## src/design/pia_pkg.sv

```systemverilog
// package: constants and types of the priority interrupt arbiter
package pia_pkg;

  // ************************************************************
  // sizes
  // ************************************************************
  localparam int NSRC       = 33;
  localparam int NCHAN      = 8;
  localparam int ADDR_W     = 12;

  // ************************************************************
  // source control register layout (low byte)
  // ************************************************************
  localparam int GROUP_LEVEL_FIELD_LO    = 0;
  localparam int GROUP_LEVEL_FIELD_HI    = 1;
  localparam int PRIORITY_LEVEL_FIELD_LO    = 2;
  localparam int PRIORITY_LEVEL_FIELD_HI    = 5;
  localparam int SRC_EN_BIT = 6;
  localparam int FLAG_BIT   = 7;
  localparam logic [7:0] CTL_RESET = 8'h00;
  localparam logic [3:0] XFER_LVL_MIN = 4'hE;

  // ************************************************************
  // processor status word layout
  // ************************************************************
  localparam int PSW_PRIORITY_LEVEL_FIELD_LO = 12;
  localparam int PSW_IEN_BIT = 11;
  localparam logic [3:0] PRIORITY_LEVEL_FIELD_RESET = 4'h0;
  localparam logic       IEN_RESET  = 1'b0;

  // ************************************************************
  // register map (byte addresses)
  // ************************************************************
  localparam logic [ADDR_W-1:0] SRC_BASE   = 12'h000;
  localparam logic [ADDR_W-1:0] SRC_LAST   = 12'h080;
  localparam logic [ADDR_W-1:0] PSW_OFF    = 12'h100;
  localparam logic [ADDR_W-1:0] STATUS_OFF = 12'h104;

  typedef enum logic [1:0] {
    PIA_IDLE     = 2'b00,
    PIA_CPU_REQ  = 2'b01,
    PIA_XFER_REQ = 2'b10
  } pia_fsm_t;

  typedef struct packed {
    logic              psel;
    logic              penable;
    logic              pwrite;
    logic [ADDR_W-1:0] paddr;
    logic [31:0]       pwdata;
    logic [3:0]        pstrb;
  } pia_apb_req_t;

  typedef struct packed {
    logic        pready;
    logic        pslverr;
    logic [31:0] prdata;
  } pia_apb_rsp_t;

  typedef struct packed {
    logic [NSRC-1:0][7:0] ctl;
    logic [3:0]           priority_level_field;
    logic                 global_request_enable;
    pia_fsm_t             fsm;
    logic [5:0]           sel;
    logic [3:0]           sel_lvl;
    logic [2:0]           chan;
    logic                 cpu_req;
    logic                 xfer_req;
    logic                 stack_push;
    logic [15:0]          stack_psw;
    logic                 wake;
    pia_apb_rsp_t         apb;
  } pia_state_t;

endpackage

```

## src/design/pia_top.sv

```systemverilog
// priority interrupt arbiter: source control registers, arbitration and routing
//
// Contract
// - upper byte of each source control register reads zero, writes discarded
// - whole low byte of each source control register is software read/write
// - thirty-three sources, each with its own control register
// - sources sharing a node share its level and enable; handler arbitrates
// - priority level ranks numerically, 0 lowest, 15 highest
// - equal priority requests are ordered by group level, 3 highest
// - source enable 0 blocks the request, 1 allows it
// - acceptance needs source settings and global enable and CPU level
// - hardware sets the request flag on each source event
// - flag clears on CPU service entry or on a transfer service
// - transfer whose count reaches zero leaves the flag set
// - software set or clear of a flag acts like hardware
// - serviced only above CPU level; on CPU entry old status pushed, level loaded
// - nesting up to fifteen levels; level zero never wins
// - levels 15 and 14 go to a transfer channel unless count is zero
// - levels 13 to 1 always become CPU interrupts
// - level zero is never serviced but enabled request wakes the CPU
// - channel is four times level LSB plus group level
// - simultaneous channel requests: higher channel number wins
// - at each instruction end while idle, one highest pending request is chosen
// - global enable clear stops new acceptance; pending work completes
`timescale 1ns/1ps

module pia_top (
  input  wire logic                   clk_i,              // 200 MHz clock
  input  wire logic                   resetn_i,           // async reset, active low
  input  wire pia_pkg::pia_apb_req_t  apb_i,              // apb request
  output pia_pkg::pia_apb_rsp_t       apb_o,              // apb response
  input  wire logic [32:0]            src_event_i,        // per-source request pulses
  input  wire logic                   instr_end_i,        // end of instruction cycle
  input  wire logic                   cpu_ack_i,          // cpu enters service routine
  input  wire logic                   cpu_reti_i,         // return, restore status word
  input  wire logic [15:0]            reti_psw_i,         // status word popped from stack
  input  wire logic [7:0]             chan_count_zero_i,  // channel count field is zero
  input  wire logic                   xfer_done_i,        // transfer service performed
  input  wire logic                   xfer_count_zero_i,  // count decremented to zero
  output logic                        cpu_req_o,          // vectored interrupt request
  output logic [5:0]                  cpu_vec_o,          // winning source index
  output logic [3:0]                  cpu_lvl_o,          // winning priority level
  output logic                        xfer_req_o,         // transfer channel request
  output logic [2:0]                  xfer_chan_o,        // selected channel
  output logic [5:0]                  xfer_src_o,         // source served by transfer
  output logic                        stack_push_o,       // push old status word
  output logic [15:0]                 stack_psw_o,        // status word to push
  output logic [3:0]                  cpu_priority_level_field_o,         // current cpu level
  output logic                        cpu_ien_o,          // global request enable
  output logic                        wake_o              // leave idle mode
);

  // ************************************************************
  // state
  // ************************************************************
  pia_pkg::pia_state_t st;
  pia_pkg::pia_state_t next_st;

  logic [5:0] best_key;
  logic [5:0] best_idx;
  logic       found;
  logic       acc;
  logic       done;
  logic       src_hit;
  logic       psw_hit;
  logic       stat_hit;
  logic [5:0] widx;

  always_comb begin
    next_st  = st;
    best_key = 6'h00;
    best_idx = 6'h00;
    found    = 1'b0;
    next_st.stack_push = 1'b0;
    next_st.wake       = 1'b0;

    // ************************************************************
    // apb decode; one wait state so read data comes from a flop
    // ************************************************************
    acc      = apb_i.psel & apb_i.penable;
    done     = acc & st.apb.pready;
    widx     = apb_i.paddr[7:2];
    src_hit  = (apb_i.paddr <= pia_pkg::SRC_LAST) && (apb_i.paddr[1:0] == 2'h0);
    psw_hit  = apb_i.paddr == pia_pkg::PSW_OFF;
    stat_hit = apb_i.paddr == pia_pkg::STATUS_OFF;
    next_st.apb.pready = acc & ~st.apb.pready;
    if (acc && !st.apb.pready) begin
      next_st.apb.pslverr = ~(src_hit | psw_hit | stat_hit);
      next_st.apb.prdata  = 32'h0000_0000;
      if (src_hit) begin
        next_st.apb.prdata = {24'h00_0000, st.ctl[widx]};
      end else if (psw_hit) begin
        next_st.apb.prdata = {16'h0000, st.priority_level_field, st.global_request_enable, 11'h000};
      end else if (stat_hit) begin
        next_st.apb.prdata = {22'h00_0000, st.fsm, 2'h0, st.sel};
      end
    end

    // ************************************************************
    // per-source control: software write, service clear, event set
    // ************************************************************
    for (int i = 0; i < pia_pkg::NSRC; i++) begin
      // only the low byte lane lands; the reserved byte is dropped
      if (done && apb_i.pwrite && src_hit && widx == 6'(i) && apb_i.pstrb[0]) begin
        next_st.ctl[i] = apb_i.pwdata[7:0];
      end
      if (st.fsm == pia_pkg::PIA_CPU_REQ && cpu_ack_i && st.sel == 6'(i)) begin
        next_st.ctl[i][pia_pkg::FLAG_BIT] = 1'b0;
      end
      if (st.fsm == pia_pkg::PIA_XFER_REQ && xfer_done_i && st.sel == 6'(i)
          && !xfer_count_zero_i) begin
        next_st.ctl[i][pia_pkg::FLAG_BIT] = 1'b0;
      end
      // a fresh event beats any clear in the same cycle
      if (src_event_i[i]) begin
        next_st.ctl[i][pia_pkg::FLAG_BIT] = 1'b1;
      end
      if (st.ctl[i][pia_pkg::FLAG_BIT] && st.ctl[i][pia_pkg::SRC_EN_BIT]) begin
        next_st.wake = 1'b1;
        // key is {level, group}: level ranks first, group breaks ties
        if (st.ctl[i][pia_pkg::PRIORITY_LEVEL_FIELD_HI:pia_pkg::PRIORITY_LEVEL_FIELD_LO] != 4'h0
            && st.ctl[i][pia_pkg::PRIORITY_LEVEL_FIELD_HI:0] > best_key) begin
          best_key = st.ctl[i][pia_pkg::PRIORITY_LEVEL_FIELD_HI:0];
          best_idx = 6'(i);
          found    = 1'b1;
        end
      end
    end

    // ************************************************************
    // processor status word: software, return, then service entry
    // ************************************************************
    if (done && apb_i.pwrite && psw_hit && apb_i.pstrb[1]) begin
      next_st.priority_level_field = apb_i.pwdata[pia_pkg::PSW_PRIORITY_LEVEL_FIELD_LO +: 4];
      next_st.global_request_enable  = apb_i.pwdata[pia_pkg::PSW_IEN_BIT];
    end
    if (cpu_reti_i) begin
      next_st.priority_level_field = reti_psw_i[pia_pkg::PSW_PRIORITY_LEVEL_FIELD_LO +: 4];
      next_st.global_request_enable  = reti_psw_i[pia_pkg::PSW_IEN_BIT];
    end

    // ************************************************************
    // arbitration and routing
    // ************************************************************
    unique case (st.fsm)
      pia_pkg::PIA_IDLE: begin
        // global enable only gates new acceptance; a held request still finishes
        if (instr_end_i && st.global_request_enable && found
            && best_key[5:2] > st.priority_level_field) begin
          next_st.sel     = best_idx;
          next_st.sel_lvl = best_key[5:2];
          next_st.chan    = best_key[2:0];
          if (best_key[5:2] >= pia_pkg::XFER_LVL_MIN
              && !chan_count_zero_i[best_key[2:0]]) begin
            next_st.fsm      = pia_pkg::PIA_XFER_REQ;
            next_st.xfer_req = 1'b1;
          end else begin
            next_st.fsm     = pia_pkg::PIA_CPU_REQ;
            next_st.cpu_req = 1'b1;
          end
        end
      end
      pia_pkg::PIA_CPU_REQ: begin
        if (cpu_ack_i) begin
          next_st.stack_psw  = {st.priority_level_field, st.global_request_enable, 11'h000};
          next_st.stack_push = 1'b1;
          next_st.priority_level_field       = st.sel_lvl;
          next_st.cpu_req    = 1'b0;
          next_st.fsm        = pia_pkg::PIA_IDLE;
        end else if (!(st.ctl[st.sel][pia_pkg::FLAG_BIT]
                       && st.ctl[st.sel][pia_pkg::SRC_EN_BIT])) begin
          next_st.cpu_req = 1'b0;
          next_st.fsm     = pia_pkg::PIA_IDLE;
        end
      end
      pia_pkg::PIA_XFER_REQ: begin
        // a transfer steals a cycle and leaves the cpu level alone
        if (xfer_done_i) begin
          next_st.xfer_req = 1'b0;
          next_st.fsm      = pia_pkg::PIA_IDLE;
        end
      end
      default: begin
        next_st.fsm      = pia_pkg::PIA_IDLE;
        next_st.cpu_req  = 1'b0;
        next_st.xfer_req = 1'b0;
      end
    endcase
  end

  always_ff @(posedge clk_i or negedge resetn_i) begin
    if (!resetn_i) begin
      st.ctl        <= {pia_pkg::NSRC{pia_pkg::CTL_RESET}};
      st.priority_level_field       <= pia_pkg::PRIORITY_LEVEL_FIELD_RESET;
      st.global_request_enable        <= pia_pkg::IEN_RESET;
      st.fsm        <= pia_pkg::PIA_IDLE;
      st.sel        <= 6'h00;
      st.sel_lvl    <= 4'h0;
      st.chan       <= 3'h0;
      st.cpu_req    <= 1'b0;
      st.xfer_req   <= 1'b0;
      st.stack_push <= 1'b0;
      st.stack_psw  <= 16'h0000;
      st.wake       <= 1'b0;
      st.apb        <= '0;
    end else begin
      st <= next_st;
    end
  end

  // ************************************************************
  // outputs
  // ************************************************************
  assign apb_o        = st.apb;
  assign cpu_req_o    = st.cpu_req;
  assign cpu_vec_o    = st.sel;
  assign cpu_lvl_o    = st.sel_lvl;
  assign xfer_req_o   = st.xfer_req;
  assign xfer_chan_o  = st.chan;
  assign xfer_src_o   = st.sel;
  assign stack_push_o = st.stack_push;
  assign stack_psw_o  = st.stack_psw;
  assign cpu_priority_level_field_o   = st.priority_level_field;
  assign cpu_ien_o    = st.global_request_enable;
  assign wake_o       = st.wake;
endmodule

```

## config.mk

```make
export PLATFORM = sky130hd
export DESIGN_NAME = pia_top
export DESIGN_NICKNAME = d
export VERILOG_FILES = /design/src/design/pia_pkg.sv /design/src/design/pia_top.sv
export SDC_FILE = /design/constraint.sdc
export NUM_CORES = 1
export LEC_CHECK = 0
export BUFFER_PORTS_ARGS = -buffer_cell sky130_fd_sc_hd__buf_2
export CAP_MARGIN = 25
export CORE_MARGIN = 3
export CORE_UTILIZATION = 25
export CTS_CLUSTER_SIZE = 40
export DETAILED_ROUTE_END_ITERATION = 10
export GPL_TIMING_DRIVEN = 0
export HOLD_SLACK_MARGIN = 0.02
export PLACE_DENSITY = 0.36
export SETUP_SLACK_MARGIN = 0.15
export SLEW_MARGIN = 15
export SYNTH_ARGS = -nofsm -noshare
export SYNTH_HDL_FRONTEND = slang
export SYNTH_SLANG_ARGS = --single-unit
```

## constraint.sdc

```tcl
create_clock -name clk_i -period 110.3 [get_ports clk_i]
set_input_delay 27.575 -clock clk_i [delete_from_list [all_inputs] [get_ports clk_i]]
set_output_delay 27.575 -clock clk_i [all_outputs]
set_load 0.05 [all_outputs]
```

==> PnR_summary.wiki <==
{| class="wikitable"
! Metric !! Value
|-
| Status || finished, final reports clean
|-
| Max Fclk || ~0.015 GHz
|-
| Cell internal power dissipation || 204.8 uW
|-
| Overall fraction of global-route tracks in use || 0.1915
|-
| Leading post-synthesis cells by cell area || sky130_fd_sc_hd__dfrtp_1 28%, sky130_fd_sc_hd__mux2_2 9.7%, sky130_fd_sc_hd__mux4_2 8.2%
|-
| Sum of overflow across all layers after global routing || 0
|-
| X dimension of the die || 338.0 um
|-
| Area of the die || 114,200 um2
|-
| Tcrit/Tclk final || 0.6211
|-
| Fraction of the yosys area taken by sequential cells || 0.2807
|-
| CP max stage cell || sky130_fd_sc_hd__or4b_2
|-
| Wire per inst || 23.73 um
|-
| Category of the worst setup path capture point || flip-flop
|-
| Transition time at the pin with the least slew margin || roughly 1200 ps
|-
| Mapped Cells || a little under 3k
|-
| CP max FO || 10
|-
| Unrepaired setup endpoints after global routing || no
|-
| Area Growth Syn to Fin || 15.67%
|-
| Worst Path Required || 110,800 ps
|-
| Detailed Place HPWL || 88.94 mm
|-
| Number of nets in the finished design || about 3.4k
|-
| Number of nets still failing antenna checks after routing || 0
|-
| Number of detailed-route iterations in the first pass || 5
|-
| Met2 Track Usage GR || 0.3023
|-
| Share of synthesized registers carrying an async set or reset || 1.000
|-
| Root buffer cell || sky130_fd_sc_hd__clkbuf_16
|-
| Setup Crit Path Kind || flip-flop to flip-flop
|-
| Crit path arrival time || ~69,000 ps
|-
| Setup fix buffers added after clock tree synthesis || 0
|-
| Num Clock Sinks || 309
|-
| Most prevalent standard cell on the critical path || sky130_fd_sc_hd__nand2_1
|-
| Antenna violations before repair || 7
|-
| Clock transition at the registers of the reported paths || ~60 ps
|-
| Top FF cell, synth || sky130_fd_sc_hd__dfrtp_1
|-
| Final hold violations || 0
|-
| Final setup violation count || 0
|-
| Max stage delay on crit path || 640 ps
|-
| Clock Skews || ~18 ps
|-
| Met1 Use GR || 0.2788
|-
| Combinational Power Share || 0.073
|-
| Max VDD drop || 0.01069 mV
|-
| Ys Warns || 0
|-
| Fill cell count || 11.58k
|-
| Met3 track demand over resource || 0.02618
|-
| Via count normalized by instance count || 5.208
|-
| Largest net degree at the start of global routing || 84
|-
| Pwr/cell area || 8.714 nW/um2
|-
| Die Y || 338.0 um
|-
| # IOs || 193
|-
| Commonest non-fill, non-tap cell in the layout || sky130_fd_sc_hd__nand2_1
|-
| Core area || 109,200 um2
|-
| Rel. slew slack || 0.2304
|-
| Final total power || 277.7 uW
|-
| Reg2reg path depth || 296
|-
| Initial core utilization || 0.2524
|-
| Final weighted congestion in routability-driven placement || 0.8411
|-
| Net switching power || ~73 uW
|-
| Mean instance size in the synthesized netlist || 9.335 um2
|-
| Number of flip-flops and latches in the synthesized netlist || between 300 and 400
|-
| Post-Synthesis Cell Area || 27,550 um2
|-
| TNS Setup || 0 ps
|-
| Number of buffers added by the clock tree synthesis step || 42
|-
| Number of buffers added on ports || about 130
|-
| Area share of the leading cell type in the synthesized netlist || 0.2807
|-
| Share of power burned in registers || 0.411
|-
| Number of global-route vias before repair || ~24k
|-
| HP Class || flip-flop to flip-flop
|-
| Post-layout minimum cycle time || slightly below 70,000 ps
|-
| Maximum level of the CTS H-tree || 2
|-
| Floorplan row count || 121
|-
| Most frequent cells in the layout || 345 x sky130_fd_sc_hd__nand2_1, 309 x sky130_fd_sc_hd__dfrtp_1, 237 x sky130_fd_sc_hd__mux2_2
|-
| Total via count after detailed routing || ~24k
|-
| Switching share of total power || 0.2624
|-
| Total Wirelength || ~110 mm
|-
| Crit path launch type || flip-flop
|-
| Count of cell types in the netlist || 150
|-
| # DRC || 0
|-
| Fraction of layout instances using a drive strength above 1 || 0.2684
|-
| Cell type contributing the most total cell area after synthesis || sky130_fd_sc_hd__dfrtp_1
|-
| TritonCTS clock tree || yes
|-
| Leakage Power || ~14 nW
|-
| Count of cells resized by post-cts repair || 0
|-
| Busiest metal layer after global routing || met2
|-
| EDFF count, synth || 0
|-
| Max Slew Vio Count || 0
|-
| Share of power burned in the clock network || 0.516
|-
| Hold path cells || 2
|-
| Maximum buffer depth of the clock tree || 3
|-
| Count of maximum capacitance violations || 0
|-
| Global-route wire length before repair || 164.3 mm
|-
| Number of hold buffers added after cts || 0
|-
| Starting DRT DRC Count || 1,719
|-
| Worst-Skew Late Latency || a little under 600 ps
|-
| Fin util || 0.2919
|}
layout make-up:
class	count	area, um2	area share
buffer	222	1445	0.04535
clock buffer	62	1250	0.03922
tap	1476	1847	0.05795
antenna	2	5.005	0.0001571
timing repair buffer	150	935.9	0.02937
multi-input combinational	2282	17870	0.5609
inverter	165	619.3	0.01944
sequential	309	7732	0.2426
clock inverter	14	158.9	0.004986
power groups by stage:
stage	Clock, mW	Combinational [mW]	Sequential (mW)
finish	0.143	0.0203	0.114
detailed placement	0	0.0204	0.116
floorplan	0	0.00936	0.116
global placement	0	0.0195	0.116
CTS	0.148	0.0204	0.114
global route	0.152	0.0217	0.114
cell families after synthesis:
group,after synthesis,share of synthesized area
AND/OR/NAND/NOR,1025,0.1823
AO/OA/AOI/OAI,660,0.1835
multiplexers,425,0.2134
buffers and inverters,387,0.07471
flip-flops,309,0.2807
adder cells (fa/ha/maj),134,0.06077
XOR/XNOR,10,0.004542
other,1,0.0001361
stage by stage:
stage          hold WS (ps)  setup slack (ps)  instances  area (um2)
6_report              469.1             41790       4682       31870
5_1_grt               520.2             36910       4680       31860
4_1_cts               478.0             41910       4671       31780
3_5_place_dp          463.6             42090       4595       30370
3_3_place_gp          459.4             42990       4583       30140
2_1_floorplan         440.0             52200       2978       27650
per-layer routing:
metal  up-vias  share of wire  routed length [um]
met4         4          0.018                1957
met1     12285           0.49               53990
met2       682           0.44               49210
met5         -        0.00020                  22
met3       109          0.053                5939
li1      11306              -                   -
final timing paths:
path	from	endpoint	slack (ps)
max	st[81]	cpu_vec_o[0]	41790
min in group asynchronous	resetn_i	apb_o[11]	26820
min	apb_o[13]	apb_o[13]	470
max in group asynchronous	resetn_i	st[247]	82050
min reg2reg	apb_o[13]	apb_o[13]	470
max reg2reg	st[81]	cpu_vec_o[0]	41790
cell usage after synthesis (33+ instances only):
cell / count
sky130_fd_sc_hd__nand3_1: 82
sky130_fd_sc_hd__nand2_1: 345
sky130_fd_sc_hd__inv_1: 162
sky130_fd_sc_hd__o21ai_0: 124
sky130_fd_sc_hd__dfrtp_1: 309
sky130_fd_sc_hd__buf_4: 103
sky130_fd_sc_hd__mux4_2: 100
sky130_fd_sc_hd__mux2i_1: 71
sky130_fd_sc_hd__a21oi_1: 121
sky130_fd_sc_hd__ha_1: 133
sky130_fd_sc_hd__o21bai_1: 33
sky130_fd_sc_hd__nor2_1: 217
sky130_fd_sc_hd__clkbuf_1: 61
sky130_fd_sc_hd__mux2_2: 237
sky130_fd_sc_hd__nor3_1: 92
flip-flops by register name, summed over array words and instances, names as in the netlist:
register                    flops
apb_o                          17
cpu_req_o                       1
wake_o                          1
cpu_ien_o                       1
xfer_req_o                      1
cpu_priority_level_field_o      4
stack_push_o                    1
stack_psw_o                     5
xfer_chan_o                     2
cpu_vec_o                       6
st                            266
cpu_lvl_o                       4
critical path, delay by kind of cell (launching register included):
family	cells	cell delay (ps)
multiplexers	10	3590
AND/OR/NAND/NOR	92	17670
adder cells (fa/ha/maj)	33	10220
buffers and inverters	40	6880
AO/OA/AOI/OAI	121	29440
flip-flops	1	390
Power figures use the tool's default switching activity.
